`src/hw/tolcg_map.vh`:
```
`ifndef TOLCG_MAP_VH
`define TOLCG_MAP_VH
// ----------------------------------------------------------------
// Register byte offsets
// ----------------------------------------------------------------
`define TOLCG_OFF_MODE 8'h00
`define TOLCG_OFF_OUTCTL 8'h04
`define TOLCG_OFF_IRQ 8'h08
`define TOLCG_OFF_CMP1 8'h0C
`define TOLCG_OFF_CMP2 8'h10
`define TOLCG_OFF_COUNT 8'h14
`define TOLCG_OFF_CAP_CTL 8'h18
// ----------------------------------------------------------------
// Field positions
// ----------------------------------------------------------------
`define TOLCG_MODE_LO 2
`define TOLCG_MODE_HI 3
`define TOLCG_EDGE_INV 1
`define TOLCG_LVR 2
`define TOLCG_LVS 3
`define TOLCG_INV2_EN 4
`define TOLCG_OUT_LVL 8
`define TOLCG_IF1 0
`define TOLCG_IF2 1
`define TOLCG_MK1 8
`define TOLCG_MK2 9
`define TOLCG_CAPSEL1 0
`define TOLCG_CAPSEL2 1
// ----------------------------------------------------------------
// Mode codes and reset values
// ----------------------------------------------------------------
`define TOLCG_MODE_STOP 2'b00
`define TOLCG_MODE_FREE 2'b01
`define TOLCG_MODE_EDGE 2'b10
`define TOLCG_MODE_MATCH 2'b11
`define TOLCG_RST_16 16'h0000
`define TOLCG_RST_MASK 2'b11
`define TOLCG_CNT_ONE 16'h0001
`endif

```
`src/hw/tolcg_top.v`:
```
// Implementation choices: the AXI4-Lite register port and the address map.
`include "tolcg_map.vh"

// Notes on behaviour
// - While stopped, level controls 10 drive output high; 11 is never written.
// - Level controls 01 force output low; returning to 00 keeps the level.
// - Level controls work with the mode field at 00.
// - Mode field 01, 10 or 11 starts the counter.
// - On start the output begins from the level set while stopped.
// - Output toggles on each first compare match in compare role, unless a second compare match in compare role with inv2 set falls in the same cycle.
// - First match after start may be one count clock early or late.
// - A capture edge during a capture read still captures.
// - A capture edge during a capture read still raises its irq.
// - Capture/compare contents are not retained after stop.
// - Mode 01 is free running; 10 runs likewise and clears on each first input edge.
// - Counter equal to first compare, with the first register in compare role, raises first irq and toggles output.
module tolcg_top (
   input wire clk,
   input wire rst_b,
   input wire count_en,
   input wire first_capture_input,
   input wire second_capture_input,
   input wire [7:0] s_axi_awaddr,
   input wire s_axi_awvalid,
   output wire s_axi_awready,
   input wire [31:0] s_axi_wdata,
   input wire [3:0] s_axi_wstrb,
   input wire s_axi_wvalid,
   output wire s_axi_wready,
   output wire [1:0] s_axi_bresp,
   output wire s_axi_bvalid,
   input wire s_axi_bready,
   input wire [7:0] s_axi_araddr,
   input wire s_axi_arvalid,
   output wire s_axi_arready,
   output wire [31:0] s_axi_rdata,
   output wire [1:0] s_axi_rresp,
   output wire s_axi_rvalid,
   input wire s_axi_rready,
   output wire timer_output_pin,
   output wire first_compare_irq,
   output wire second_compare_irq
);
   // ----------------------------------------------------------------
   // Input synchronisers
   // ----------------------------------------------------------------
   // The count pulse and both capture pins come from outside the clock
   // domain, so each passes two flip-flops before any logic reads it.
   // A third stage only remembers the previous settled level, so that a
   // rising edge can be found without reading the first stage.
   // The cost is a latency of about two clocks from pin to tick.
   // Edges closer together than that latency may be merged or lost.
   // Because every stage resets low, a pin held high through reset
   // shows one rising edge just after reset is released.
   reg [2:0] sync1_q;
   reg [2:0] sync2_q;
   reg [2:0] sync3_q;
   always @(posedge clk) begin
      if (!rst_b) begin
         sync1_q <= 3'b000;
         sync2_q <= 3'b000;
         sync3_q <= 3'b000;
      end else begin
         sync1_q <= {count_en, second_capture_input, first_capture_input};
         sync2_q <= sync1_q;
         sync3_q <= sync2_q;
      end
   end
   wire tick = sync2_q[2] & ~sync3_q[2];
   wire in1_rise = sync2_q[0] & ~sync3_q[0];
   wire in2_rise = sync2_q[1] & ~sync3_q[1];

   // ----------------------------------------------------------------
   // AXI4-Lite slave
   // ----------------------------------------------------------------
   // Address and data are taken in either order and held until both
   // have arrived; the write then lands in the same cycle that raises
   // the response.
   // Ready is withheld while a response waits, so only one write and
   // one read are ever under way.
   // The read answer is registered one cycle after the address is taken.
   // The read address is used straight from the bus because it is only
   // looked at in the cycle in which it is taken.
   // Unmapped read offsets answer with a slave error and read as zero; writes get one only above offset 0x18.
   // Narrow strobes are honoured per register, not per byte: the compare
   // words need both low bytes, the masks need byte one, and all other
   // fields need byte zero.
   reg aw_got_q;
   reg w_got_q;
   reg [7:0] awaddr_q;
   reg [31:0] wdata_q;
   reg [3:0] wstrb_q;
   reg bvalid_q;
   reg [1:0] bresp_q;
   reg rvalid_q;
   reg [1:0] rresp_q;
   reg [31:0] rdata_q;
   assign s_axi_awready = ~aw_got_q & ~bvalid_q;
   assign s_axi_wready = ~w_got_q & ~bvalid_q;
   assign s_axi_arready = ~rvalid_q;
   assign s_axi_bvalid = bvalid_q;
   assign s_axi_bresp = bresp_q;
   assign s_axi_rvalid = rvalid_q;
   assign s_axi_rresp = rresp_q;
   assign s_axi_rdata = rdata_q;
   wire wr_go = aw_got_q & w_got_q & ~bvalid_q;
   wire rd_go = s_axi_arvalid & ~rvalid_q;
   wire wr_lo = wr_go & wstrb_q[0];
   wire wr_hi = wr_go & wstrb_q[1];
   wire [7:0] rd_addr = s_axi_araddr;

   // ----------------------------------------------------------------
   // Control state
   // ----------------------------------------------------------------
   // Counting and compare matches are gated by the synchronised tick, so the first
   // match after a start may land one tick early or late, depending on
   // where the start falls against the count pulse.
   // A register in capture role gets no irq or toggle from a compare match (mode 11 still clears on a first-compare match); its
   // interrupt then comes from the capture edge instead.
   reg [1:0] mode_q;
   reg edge_inv_q;
   reg lvs_q;
   reg lvr_q;
   reg inv2_q;
   reg out_q;
   reg [1:0] if_q;
   reg [1:0] mk_q;
   reg [1:0] capsel_q;
   reg [15:0] cmp1_q;
   reg [15:0] cmp2_q;
   reg [15:0] cnt_q;
   reg started_q;
   wire running = (mode_q != `TOLCG_MODE_STOP);
   wire match1 = running & tick & (cnt_q == cmp1_q);
   wire match2 = running & tick & (cnt_q == cmp2_q);
   // Capture on an edge only when the register is in capture role.
   wire cap1 = running & capsel_q[0] & in2_rise;
   wire cap2 = running & capsel_q[1] & in1_rise;
   wire ev1 = capsel_q[0] ? cap1 : match1;
   wire ev2 = capsel_q[1] ? cap2 : match2;
   wire edge_clear = (mode_q == `TOLCG_MODE_EDGE) & in1_rise;
   wire match_clear = (mode_q == `TOLCG_MODE_MATCH) & match1;
   wire wr_outctl = wr_lo & (awaddr_q == `TOLCG_OFF_OUTCTL);
   assign timer_output_pin = out_q;
   assign first_compare_irq = if_q[0] & ~mk_q[0];
   assign second_compare_irq = if_q[1] & ~mk_q[1];

   always @(posedge clk) begin
      if (!rst_b) begin
         aw_got_q <= 1'b0;
         w_got_q <= 1'b0;
         awaddr_q <= 8'h00;
         wdata_q <= 32'h0000_0000;
         wstrb_q <= 4'h0;
         bvalid_q <= 1'b0;
         bresp_q <= 2'b00;
         rvalid_q <= 1'b0;
         rresp_q <= 2'b00;
         rdata_q <= 32'h0000_0000;
      end else begin
         if (s_axi_awvalid & s_axi_awready) begin
            aw_got_q <= 1'b1;
            awaddr_q <= s_axi_awaddr;
         end
         if (s_axi_wvalid & s_axi_wready) begin
            w_got_q <= 1'b1;
            wdata_q <= s_axi_wdata;
            wstrb_q <= s_axi_wstrb;
         end
         if (wr_go) begin
            aw_got_q <= 1'b0;
            w_got_q <= 1'b0;
            bvalid_q <= 1'b1;
            bresp_q <= (awaddr_q > `TOLCG_OFF_CAP_CTL) ? 2'b10 : 2'b00;
         end else if (bvalid_q & s_axi_bready) begin
            bvalid_q <= 1'b0;
         end
         if (rd_go) begin
            rvalid_q <= 1'b1;
            rresp_q <= 2'b00;
            rdata_q <= 32'h0000_0000;
            case (rd_addr)
               `TOLCG_OFF_MODE: rdata_q[3:1] <= {mode_q, edge_inv_q};
               `TOLCG_OFF_OUTCTL: rdata_q[8:2] <= {out_q, 3'b000, inv2_q, lvs_q, lvr_q};
               `TOLCG_OFF_IRQ: rdata_q[9:0] <= {mk_q, 6'b00_0000, if_q};
               // A read in the same cycle as a capture returns the value from before it.
               `TOLCG_OFF_CMP1: rdata_q[15:0] <= cmp1_q;
               `TOLCG_OFF_CMP2: rdata_q[15:0] <= cmp2_q;
               `TOLCG_OFF_COUNT: rdata_q[15:0] <= cnt_q;
               `TOLCG_OFF_CAP_CTL: rdata_q[1:0] <= capsel_q;
               default: rresp_q <= 2'b10;
            endcase
         end else if (rvalid_q & s_axi_rready) begin
            rvalid_q <= 1'b0;
         end
      end
   end

   // ----------------------------------------------------------------
   // Timer channel
   // ----------------------------------------------------------------
   // All updates act on the clock edge at which the bus write lands.
   // Level writes are obeyed only while stopped; a running channel keeps
   // its own output so that a stray write cannot glitch the pin.
   // The compare words are cleared one cycle after a stop, so no user of
   // them can come to rely on a value surviving a stop.
   // A capture wins over a bus write to the same register in one cycle,
   // since losing a measured edge is worse than losing a rewrite.
   // Interrupt flags are sticky: a same-cycle event beats a clear, so an
   // event is never lost to a slow handler.
   always @(posedge clk) begin
      if (!rst_b) begin
         mode_q <= `TOLCG_MODE_STOP;
         edge_inv_q <= 1'b0;
         lvs_q <= 1'b0;
         lvr_q <= 1'b0;
         inv2_q <= 1'b0;
         out_q <= 1'b0;
         if_q <= 2'b00;
         mk_q <= `TOLCG_RST_MASK;
         capsel_q <= 2'b00;
         cmp1_q <= `TOLCG_RST_16;
         cmp2_q <= `TOLCG_RST_16;
         cnt_q <= `TOLCG_RST_16;
         started_q <= 1'b0;
      end else begin
         if (wr_lo & (awaddr_q == `TOLCG_OFF_MODE)) begin
            mode_q <= wdata_q[`TOLCG_MODE_HI:`TOLCG_MODE_LO];
            edge_inv_q <= wdata_q[`TOLCG_EDGE_INV];
         end
         if (wr_outctl) begin
            lvs_q <= wdata_q[`TOLCG_LVS];
            lvr_q <= wdata_q[`TOLCG_LVR];
            inv2_q <= wdata_q[`TOLCG_INV2_EN];
         end
         if (wr_lo & (awaddr_q == `TOLCG_OFF_CAP_CTL)) begin
            capsel_q <= wdata_q[1:0];
         end
         if (wr_go & (awaddr_q == `TOLCG_OFF_IRQ)) begin
            if (wstrb_q[1]) begin
               mk_q <= wdata_q[`TOLCG_MK2:`TOLCG_MK1];
            end
         end
         // Writing a zero clears a flag; a same-cycle event wins.
         if (wr_lo & (awaddr_q == `TOLCG_OFF_IRQ)) begin
            if_q <= (if_q & wdata_q[1:0]) | {ev2, ev1};
         end else begin
            if_q <= if_q | {ev2, ev1};
         end
         // Level controls act at once; 00 holds, 11 is treated as hold.
         if (wr_outctl & ~running) begin
            if (wdata_q[`TOLCG_LVS] & ~wdata_q[`TOLCG_LVR]) begin
               out_q <= 1'b1;
            end else if (~wdata_q[`TOLCG_LVS] & wdata_q[`TOLCG_LVR]) begin
               out_q <= 1'b0;
            end
         end else if (running) begin
            // The output keeps its stopped level into the run.
            // A real compare match may invert, never a capture; with edge_inv_q set so may a first-input edge.
            if ((match1 & ~capsel_q[0]) ^ (match2 & inv2_q & ~capsel_q[1])) begin
               out_q <= ~out_q;
            end else if (edge_inv_q & in1_rise) begin
               out_q <= ~out_q;
            end
         end
         started_q <= running;
         if (!running) begin
            cnt_q <= `TOLCG_RST_16;
            if (started_q) begin
               // Stop leaves the compare words meaningless.
               cmp1_q <= `TOLCG_RST_16;
               cmp2_q <= `TOLCG_RST_16;
            end
         end else if (edge_clear | match_clear) begin
            cnt_q <= `TOLCG_RST_16;
         end else if (tick) begin
            cnt_q <= cnt_q + `TOLCG_CNT_ONE;
         end
         if (cap1) begin
            cmp1_q <= cnt_q;
         end else if (wr_lo & wr_hi & (awaddr_q == `TOLCG_OFF_CMP1)) begin
            cmp1_q <= wdata_q[15:0];
         end
         if (cap2) begin
            cmp2_q <= cnt_q;
         end else if (wr_lo & wr_hi & (awaddr_q == `TOLCG_OFF_CMP2)) begin
            cmp2_q <= wdata_q[15:0];
         end
      end
   end
endmodule // tolcg_top

```
`config.mk`:
```
export PLATFORM = sky130hd
export DESIGN_NAME = tolcg_top
export DESIGN_NICKNAME = d
export VERILOG_FILES = /design/src/hw/tolcg_top.v
export VERILOG_INCLUDE_DIRS = /design/src /design/src/hw
export SDC_FILE = /design/constraint.sdc
export NUM_CORES = 1
export LEC_CHECK = 0
export BUFFER_PORTS_ARGS = -buffer_cell sky130_fd_sc_hd__buf_2
export CAP_MARGIN = 5
export CELL_PAD_IN_SITES_DETAIL_PLACEMENT = 1
export CELL_PAD_IN_SITES_GLOBAL_PLACEMENT = 2
export CORE_ASPECT_RATIO = 1.25
export CORE_MARGIN = 1.5
export CORE_UTILIZATION = 33
export CTS_CLUSTER_DIAMETER = 100
export DETAILED_ROUTE_END_ITERATION = 12
export PLACE_DENSITY_LB_ADDON = 0.1
export SLEW_MARGIN = 20
export SYNTH_ARGS = -nofsm -noshare
export SYNTH_HDL_FRONTEND = slang
export SYNTH_SLANG_ARGS = --single-unit
```
`constraint.sdc`:
```
create_clock -name clk -period 2.38 [get_ports clk]
set_input_delay 0.119 -clock clk [delete_from_list [all_inputs] [get_ports clk]]
set_output_delay 0.119 -clock clk [all_outputs]
set_load 0.1 [all_outputs]
```
# Yosys cells after proc, flatten, opt, wreduce, memory -nomap -nowiden
# Cells that the tools add are included.
[word_totals]
reg_bits = 121
in_bits = 62
wordCells = 150
[op_classes]
add_sub_neg = 1
order_cmp = 1
eq_ne = 18
n_mux = 27
bitwise = 61
n_reduce_logical = 16
[ops]
columns = ["cell", "count"]
rows = [
  ["16-bit 2-to-1 mux", 6],
  ["1-bit AND", 40],
  ["8-bit by 5-bit equality test with 1-bit output, second input constant", 5],
  ["16-bit equality test", 2],
  ["8-bit by 4-bit equality test with 1-bit output, second input constant", 4],
  ["5-bit case mux with 5 select lines", 1],
  ["6-bit case mux with 3 select lines", 1],
  ["16-bit by 1-bit adder with 16-bit output, second input constant", 1],
  ["8-bit by 3-bit equality test with 1-bit output, second input constant", 2],
  ["8-bit logical NOT", 2],
  ["1-bit NOT", 16],
  ["1-bit 2-to-1 mux", 12],
  ["2-bit case mux with 5 select lines", 1],
  ["3-bit by 1-bit != test with 1-bit output, second input constant", 3],
  ["3-bit nonzero test", 3],
  ["8-bit by 5-bit > comparator with 1-bit output, second input constant", 1],
  ["2-bit nonzero test", 4],
  ["7-bit OR reduction", 1],
  ["2-bit 2-to-1 mux", 3],
  ["1-bit case mux with 6 select lines", 1],
  ["2-bit AND reduction", 3],
  ["1-bit case mux with 5 select lines", 1],
  ["2-bit equality test, second input constant", 2],
  ["2-bit OR", 2],
  ["7 further kinds", 7],
]

# Longest topological paths before layout
# Gate-level depths: netlist of the first run.
[depth]
depth_word = 10
depth_mapped = 9

# Least setup slack after synthesis of the first run
# OpenSTA, ideal clock, no wires.
[synth_path]
kind = "reg-to-reg"
start = "register bvalid_q (netlist: s_axi_bvalid)"
end = "register wdata_q[11]"
setup_time_ns = 0.071
arrival_ns = 3.123
required_ns = 2.309
slack_ns = -0.813
stages_incl_launch_ff = 7
n_path_buf = 2
period_less_slack_ns = 3.193
cell_sequence = "dfxtp_1 > nor2_1 > and2_1 > clkbuf_1 > clkbuf_1 > nand2_1 > a21oi_1"
[synth_via]
elab_chain_len = 3
[synth_rtl]
columns = ["item", "line_no", "source"]
rows = [
  ["start: declaration", "tolcg_top.v:93", "reg bvalid_q;"],
  ["start signal: assignment", "tolcg_top.v:155", "bvalid_q <= 1'b0;"],
  ["start signal: assignment", "tolcg_top.v:173", "bvalid_q <= 1'b1;"],
  ["start signal: assignment", "tolcg_top.v:176", "bvalid_q <= 1'b0;"],
  ["1-bit NOT", "tolcg_top.v:99", "assign s_axi_wready = ~w_got_q & ~bvalid_q;"],
  ["1-bit AND", "tolcg_top.v:99", ""],
  ["via s_axi_wready", "tolcg_top.v:29", "output wire s_axi_wready,"],
  ["1-bit AND", "tolcg_top.v:165", "if (s_axi_wvalid & s_axi_wready) begin"],
  ["end signal: assignment", "tolcg_top.v:167", "wdata_q <= s_axi_wdata;"],
  ["end: declaration", "tolcg_top.v:91", "reg [31:0] wdata_q;"],
]
# The timed path passes the listed nets, and every way through them passes these cells.
# A chain may end at the register's enable or synchronous reset.

# Worst setup path after layout of the first run
[layout_path]
start = "register cnt_q[10]"
end = "register out_q (netlist: timer_output_pin)"
[layout_via]
elab_chain_len = 8
word_cells_on_any_way = 13
classes_between = "2 x eq/ne; 3 x mux; 6 x bitwise; 2 x reduce/logical"
[layout_rtl]
columns = ["item", "line_no", "source"]
rows = [
  ["start: declaration", "tolcg_top.v:131", "reg [15:0] cnt_q;"],
  ["start signal: assignment", "tolcg_top.v:224", "cnt_q <= `TOLCG_RST_16;"],
  ["start signal: assignment", "tolcg_top.v:268", "cnt_q <= `TOLCG_RST_16;"],
  ["start signal: assignment", "tolcg_top.v:275", "cnt_q <= `TOLCG_RST_16;"],
  ["16-bit equality test", "tolcg_top.v:135", "wire match2 = running & tick & (cnt_q == cmp2_q);"],
  ["1-bit AND", "tolcg_top.v:135", ""],
  ["1-bit AND (2 in series)", "tolcg_top.v:260", "if ((match1 & ~capsel_q[0]) ^ (match2 & inv2_q & ~capsel_q[1])) begin"],
  ["1-bit XOR (*)", "tolcg_top.v:260", ""],
  ["1-bit 2-to-1 mux", "tolcg_top.v:260", ""],
  ["1-bit 2-to-1 mux", "tolcg_top.v:257", "end else if (running) begin"],
  ["1-bit 2-to-1 mux", "tolcg_top.v:251", "if (wr_outctl & ~running) begin"],
  ["end signal: assignment", "tolcg_top.v:261", "out_q <= ~out_q;"],
  ["end signal: assignment", "tolcg_top.v:263", "out_q <= ~out_q;"],
  ["end: declaration", "tolcg_top.v:125", "reg out_q;"],
]
# Mark *: on every way between the ends. The rest lies on a longest branch, timed or not. The select of a mux whose other input is x is not followed.

==> load_flow_metrics.sql, run 1 <==
INSERT INTO impl_metrics (metric_group, metric, value, unit) VALUES
('synthesis', 'synth.area.top_cells', 'dfxtp_1 44%, nand2_1 6.3%, a222oi_1 5.9%', ''),
('setup_path', 'critPathKind', 'reg2reg', ''),
('die', 'fp.dieW', '118', 'µm'),
('finish', 'antennaDiodeCount', '0', ''),
('timing', 'timing.final.hold_violations', '0', ''),
('hold_path', 'hold_depth', '3', ''),
('routing', 'post_drt_wl_per_cell', '18.9', 'µm'),
('timing', 'worst_slew_margin_rel', '52.0', '%'),
('global_route', 'grt_usage', '21.8', '%'),
('setup_path', 'timing.rr.start', 'cnt_q[10]', ''),
('timing', 'achievable-frequency', '0.463', 'GHz'),
('synthesis', 'synth-edff-count', '0', ''),
('timing', 'final-setup-viol-count', '0', ''),
('clock_tree', 'worst_setup_hold_path_clk_slew', '0.05', 'ns'),
('setup_path', 'worst_reg_to_reg_setup_slack', '0.22', 'ns'),
('finish', 'post_route_cells_drive_above_1_share', '18.9', '%'),
('die', 'rows', '52', ''),
('placement', 'portBuffers', '69', ''),
('clock_tree', 'cts_sinks', '119', ''),
('setup_path', 'worst-endpoint-arrival', '2.51', 'ns'),
('synthesis', 'syn_inst', '637', ''),
('synthesis', 'synth_top_cell_by_area', 'dfxtp_1', ''),
('timing', 'slew_viol_final', '0', ''),
('clock_tree', 'clock_path_buffers', '2', ''),
('global_route', 'globalRoute.totalOverflow', '0', ''),
('timing', 'totalNegativeSetupSlack', '0', 'ns'),
('global_route', 'grt_pass1_vias', '5255', ''),
('finish', 'multi_input_comb_area', '2780', 'µm²'),
('timing', 'timing.final.crit_share', '90.7', '%'),
('setup_path', 'crit_chain', 'xor2_1 -> nor4_1 -> nand4_1 -> nor4_1 -> xor2_1 -> nor3_1 -> mux2i_1', ''),
('global_route', 'grt_start_max_net_pins', '44', ''),
('clock_tree', 'post_cts_buffers', '0', ''),
('clock_tree', 'h_tree_depth_reported_by_cts', '4', ''),
('timing', 'worst-slew-pin-transition', '0.719', 'ns'),
('finish', 'finished_layout_cells', '961', ''),
('synthesis', 'synth_common_cells', '119 x dfxtp_1, 91 x nand2_1, 74 x nor2_1', ''),
('die', 'die_ar', '17300', 'µm²'),
('setup_path', 'worst_path_largest_cell_delay', '0.50', 'ns'),
('setup_path', 'timing.critical_path.from_type', 'flip-flop', ''),
('setup_path', 'crit_start', 'cnt_q[10]', ''),
('clock_tree', 'cts_root_buffer', 'clkbuf_16', ''),
('routing', 'drtIter0Drc', '437', ''),
('synthesis', 'synth_top_area_share', '43.6', '%'),
('timing', 'grt_setup_unrepaired', 'no', ''),
('finish', 'synthToLayoutAreaGrowth', '26.8', '%'),
('run', 'number_of_max_cap_violations', '0', ''),
('setup_path', 'endpoint_kind', 'flip-flop', ''),
('setup_path', 'reg_to_reg_end', 'timer_output_pin', ''),
('finish', 'num-fill-cells', '1911', ''),
('synthesis', 'synthArstFlopShare', '0', '%'),
('finish', 'final-seq-area', '2380', 'µm²'),
('global_route', 'number_of_antenna_violations_at_the_first_check_in_global_routing', '0', ''),
('power', 'cellPowerDensity', '752', 'nW/µm²'),
('synthesis', 'yosysWarnings', '0', ''),
('routing', 'via_per_inst', '5.27', ''),
('timing', 'finalCriticalPeriod', '2.16', 'ns'),
('setup_path', 'cp_data_required_time', '2.73', 'ns'),
('placement', 'numPlacedInstances', '899', ''),
('setup_path', 'critPathCapture', 'timer_output_pin', ''),
('synthesis', 'post_synth_num_cell_types', '50', ''),
('die', 'fp.coreArea', '16200', 'µm²'),
('power', 'static-leakage-power', '2.89', 'nW'),
('die', 'initial_core_util', '33.7', '%'),
('global_route', 'grt_pass1_wl', '29.1', 'mm'),
('run_status', 'status', 'finished clean', ''),
('setup_path', 'cpMaxStageDelayCell', 'dfxtp_1', ''),
('placement', 'finalWeightedCongestion', '0.801', ''),
('hold_path', 'min_from', 'rst_b', ''),
('power', 'design_power_total', '5.20', 'mW'),
('routing', 'detailroute.via_count', '5064', ''),
('setup_path', 'r2r_cells', '7', '');
-- worst max-delay path, delay by kind of cell (launching register included) --
family,cells,cell delay (ns)
flops,1,0.50
mux,1,0.21
simple gates,4,1.15
xor+xnor,2,0.23
-- placed cells by master, fill, tap and decap left out, types with 10 or more instances in the layout --
cell,count
mux2i_1,11
nand2_1,91
nor3_1,10
buf_2,69
buf_4,26
a21oi_1,46
dlygate4sd3_1,32
o21ai_0,23
xnor2_1,14
a221oi_1,15
xor2_1,34
clkbuf_16,17
nor2_1,72
conb_1,18
a222oi_1,32
dfxtp_1,117
and2_1,14
-- registers in the layout, summed over array words and instances, names as in the netlist, 2 cells and up --
signal	cells
mode_q	2
if_q	2
cmp2_q	16
capsel_q	2
cnt_q	16
wstrb_q	2
cmp1_q	16
s_axi_rdata	16
sync2_q	3
mk_q	2
awaddr_q	8
wdata_q	16
sync3_q	3
sync1_q	3
-- through the flow --
step	setup WS, ns	area [µm²]	utilization, %	hold WS (ns)
2_1_floorplan	0.189	5540	-	0.211
3_3_place_gp	0.240	6050	37.3	0.296
3_5_place_dp	0.184	6050	37.3	0.318
4_1_cts	0.157	6920	42.7	0.169
5_1_grt	0.0857	6920	42.7	0.185
6_report	0.220	6920	42.7	0.180
-- report_power, final --
part	internal [mW]	switching, mW
Clock	1.56	0.876
Sequential	2.06	0.0591
Combinational	0.149	0.504
-- layout make-up --
class / instances / share of cell area (%)
clock buffers: 27 / 7.41
clock inverters: 3 / 0.578
inverters: 9 / 0.488
multi-input cells: 458 / 40.2
flip-flops and latches: 119 / 34.4
well taps: 216 / 3.90
repair buffers: 129 / 13.0
-- how the worst min path moves through the flow --
stage / to / slack [ns]
after floorplan: s_axi_rvalid / 0.21
after global placement: s_axi_rvalid / 0.30
after detailed placement: s_axi_rvalid / 0.32
after CTS: mk_q[1] / 0.17
after global routing: mk_q[1] / 0.18
final: mk_q[1] / 0.18
-- kinds of logic (layout without fill, tap and decap cells) --
group	count (synthesis)	in the layout	share of synthesized area, %
simple gates	240	240	21.1
compound gates	136	136	17.6
flops	119	119	43.6
buf+inv	77	168	6.80
xor+xnor	48	48	7.70
mux	15	15	2.84
fa+ha+maj	1	1	0.229
other cells	1	18	0.0687
-- per-layer routing --
layer / vias up / wire length [µm] / global-route usage [%]
met5: - / 0 / 0
met4: 0 / 328 / 8.23
met3: 24 / 765 / 4.58
met2: 139 / 8960 / 37.3
met1: 2489 / 8080 / 26.9
li1: 2412 / - / -
Power figures use the tool's default switching activity.
==> run 2: changes to the inputs <==
--- a/config.mk
+++ b/config.mk
@@ -6,6 +6,7 @@
 export SDC_FILE = /design/constraint.sdc
 export NUM_CORES = 1
 export LEC_CHECK = 0
+export ABC_AREA = 0
 export BUFFER_PORTS_ARGS = -buffer_cell sky130_fd_sc_hd__buf_2
 export CAP_MARGIN = 5
 export CELL_PAD_IN_SITES_DETAIL_PLACEMENT = 1
@@ -16,6 +17,7 @@
 export CTS_CLUSTER_DIAMETER = 100
 export DETAILED_ROUTE_END_ITERATION = 12
 export PLACE_DENSITY_LB_ADDON = 0.1
+export REMOVE_ABC_BUFFERS = 1
 export SLEW_MARGIN = 20
 export SYNTH_ARGS = -nofsm -noshare
 export SYNTH_HDL_FRONTEND = slang
==> run 2 against run 1 <==
  * Count of clock-buffer cells in the layout shrank 4
  * Critical path depth grew 1
  * Utilization grew 0.80 points
  * Sequential share of layout area shrank 0.67 points
  * Largest cell class unchanged
  * Maximum frequency shrank 1.7%
  * Cell count grew 1.1%
  * Die area is the same
  * Power grew 3.7%
  * Register-to-register slack lost 0.04 ns
==> load_flow_metrics.sql, run 2 (synthesis results as in run 1) <==
INSERT INTO impl_metrics (metric_group, metric, value, unit) VALUES
('timing', 'achievable-frequency', '0.455', 'GHz'),
('setup_path', 'timing.critical_path.from_type', 'flip-flop', ''),
('power', 'static-leakage-power', '2.95', 'nW'),
('routing', 'via_per_inst', '5.26', ''),
('timing', 'finalCriticalPeriod', '2.20', 'ns'),
('timing', 'totalNegativeSetupSlack', '0', 'ns'),
('die', 'rows', '52', ''),
('power', 'sequentialPowerShare', '39.2', '%'),
('die', 'initial_core_util', '33.7', '%'),
('setup_path', 'crit_chain', 'xor2_1 -> nor4_2 -> buf_4 -> nand4_1 -> nor4_4 -> xor2_1 -> nor3_2 -> mux2i_1', ''),
('placement', 'portBuffers', '69', ''),
('clock_tree', 'worst_setup_hold_path_clk_slew', '0.05', 'ns'),
('clock_tree', 'cts_inserted_buffers', '17', ''),
('timing', 'grt_setup_unrepaired', 'no', ''),
('timing', 'timing.final.hold_violations', '0', ''),
('setup_path', 'cpMaxStageDelayCell', 'nor4_4', ''),
('placement', 'post-dp-hpwl', '12.9', 'mm'),
('routing', 'final_antenna_net_count', '0', ''),
('setup_path', 'worst_path_largest_cell_delay', '0.38', 'ns'),
('timing', 'worst_clock_skew', '0.00599', 'ns'),
('finish', 'final_common_cell', 'dfxtp_1', ''),
('routing', 'drt_pre_antenna_iters', '6', ''),
('die', 'fp.dieW', '118', 'µm'),
('finish', 'design.final.nets', '806', ''),
('die', 'fp.coreArea', '16200', 'µm²'),
('clock_tree', 'cts_sinks', '119', ''),
('setup_path', 'crit_buf_inv', '1', ''),
('power', 'clkPwrFrac', '48.5', '%'),
('placement', 'finalWeightedCongestion', '0.799', ''),
('setup_path', 'timing.critical_path.max_delay_family', 'simple AND/OR/NAND/NOR gates', ''),
('finish', 'post_route_cells_drive_above_1_share', '20.4', '%'),
('finish', 'num-fill-cells', '1941', ''),
('routing', 'drtIter0Drc', '454', ''),
('power', 'power.switching_fraction', '27.2', '%'),
('power', 'net-switching-power', '1.47', 'mW'),
('setup_path', 'crit_fanout', '3', ''),
('timing', 'timing.final.crit_share', '92.3', '%'),
('clock_tree', 'tritoncts', 'yes', ''),
('placement', 'dpl_cell_area', '6100', 'µm²'),
('hold_path', 'holdCritPathClass', 'in2reg', ''),
('clock_tree', 'cts_root_buffer', 'clkbuf_16', ''),
('global_route', 'grt_pass1_wl', '29.7', 'mm'),
('die', 'floorplan.die.height', '147', 'µm'),
('routing', 'totalWireLength', '18.7', 'mm'),
('routing', 'post_drt_wl_per_cell', '19.2', 'µm'),
('die', 'die_ar', '17300', 'µm²'),
('finish', 'finished_layout_cells', '972', ''),
('global_route', 'grt_usage', '22.5', '%'),
('run_status', 'status', 'finished clean', ''),
('global_route', 'grt_pass1_vias', '5309', ''),
('clock_tree', 'post_cts_buffers', '0', ''),
('timing', 'setup_ws', '0.184', 'ns'),
('setup_path', 'endpoint_kind', 'flip-flop', ''),
('timing', 'slew_viol_final', '0', ''),
('power', 'portion_of_total_power_attributed_to_combinational_logic', '12.3', '%'),
('finish', 'final-seq-area', '2380', 'µm²'),
('timing', 'worst-slew-pin-transition', '0.727', 'ns'),
('die', 'top_level_ports', '106', ''),
('finish', 'mostFrequentLayoutCells', '119 x dfxtp_1, 91 x nand2_1, 74 x nor2_1', ''),
('power', 'cellPowerDensity', '765', 'nW/µm²'),
('routing', 'drc', '0', ''),
('clock_tree', 'h_tree_depth_reported_by_cts', '4', ''),
('setup_path', 'worst-endpoint-arrival', '2.54', 'ns'),
('finish', 'post-route-cell-area', '7050', 'µm²'),
('global_route', 'globalRoute.totalOverflow', '0', ''),
('finish', 'synthToLayoutAreaGrowth', '29.2', '%'),
('clock_tree', 'insertion_delay', '0.42', 'ns'),
('setup_path', 'cpMostUsedCell', 'xor2_1', ''),
('global_route', 'number_of_antenna_violations_at_the_first_check_in_global_routing', '0', ''),
('timing', 'final-setup-viol-count', '0', ''),
('global_route', 'grt_start_max_net_pins', '43', ''),
('setup_path', 'cp_data_required_time', '2.72', 'ns'),
('finish', 'multi_input_comb_area', '2810', 'µm²'),
('placement', 'numPlacedInstances', '908', ''),
('routing', 'detailroute.via_count', '5117', ''),
('clock_tree', 'clock_path_buffers', '2', ''),
('finish', 'antennaDiodeCount', '0', ''),
('setup_path', 'critPathKind', 'reg2reg', ''),
('timing', 'worst_slew_margin_rel', '51.4', '%'),
('power', 'p_int', '3.93', 'mW'),
('placement', 'place_worst_setup_slack', '0.0588', 'ns'),
('power', 'vdd.ir_drop.worst', '412', 'µV'),
('run', 'number_of_max_cap_violations', '0', ''),
('timing', 'fin_worst_hold_slack', '0.0713', 'ns');
-- run 2: cell count changes in the layout (fill, tap and decap cells not counted), sizes merged --
cell / delta
buf: +9
bufinv: +2
clkbuf: -4
clkinv: +3
clkinvlp: +1
-- run 2: path summary, 6_finish.rpt --
kind              startpoint                to  slack [ns]  cells after the start
setup / recovery   cnt_q[10]  timer_output_pin        0.18                      8
hold / removal         rst_b           mk_q[0]        0.07                      2
setup reg to reg   cnt_q[10]  timer_output_pin        0.18                      8
hold reg to reg   sync1_q[0]        sync2_q[0]        0.44                      1
-- run 2: per-layer routing --
layer | track usage [%] | share of wire [%] | vias to the layer above
li1 | - | - | 2424
met1 | 27.1 | 42 | 2529
met2 | 39.0 | 51 | 129
met3 | 4.31 | 4.0 | 35
met4 | 9.82 | 2.8 | 0
met5 | 0 | 0 | -
-- run 2: cell type report --
| class | count | share of cell area, % |
|---|---|---|
| clock inverter | 9 | 1.74 |
| sequential | 119 | 33.8 |
| tap | 216 | 3.83 |
| clock buffer | 23 | 6.78 |
| multi-input combinational | 458 | 39.9 |
| timing repair buffer | 138 | 13.6 |
| inverter | 9 | 0.479 |
-- run 2: power groups by stage --
| stage | registers [mW] | logic [mW] | clock network [mW] |
|---|---|---|---|
| floorplan | 2.30 | 0.306 | 0 |
| global placement | 2.15 | 0.624 | 0 |
| detailed placement | 2.16 | 0.631 | 0 |
| CTS | 2.11 | 0.672 | 2.66 |
| global route | 2.12 | 0.711 | 2.77 |
| finish | 2.11 | 0.666 | 2.62 |
-- run 2: through the flow --
stage | utilization [%] | total power, mW
after floorplan | - | 2.61
after global placement | 37.7 | 2.78
after detailed placement | 37.7 | 2.79
after CTS | 43.4 | 5.45
after global routing | 43.5 | 5.61
final | 43.5 | 5.40
-- run 2: worst register-to-register path, delay by kind of cell, from the launching register on --
family	cells	cell delay [ns]
xor gates and xnor gates	2	0.32
buffers and inverters	1	0.16
DFF	1	0.34
muxes	1	0.20
and+or+nand+nor	4	1.11
-- run 2: repair_timing --
item | in CTS | in global routing
endpoints found under the hold margin | 31 | 0
gates resized for setup | 2 | 3
endpoints found under the setup margin | 1 | 1
hold buffers | 32 | 0
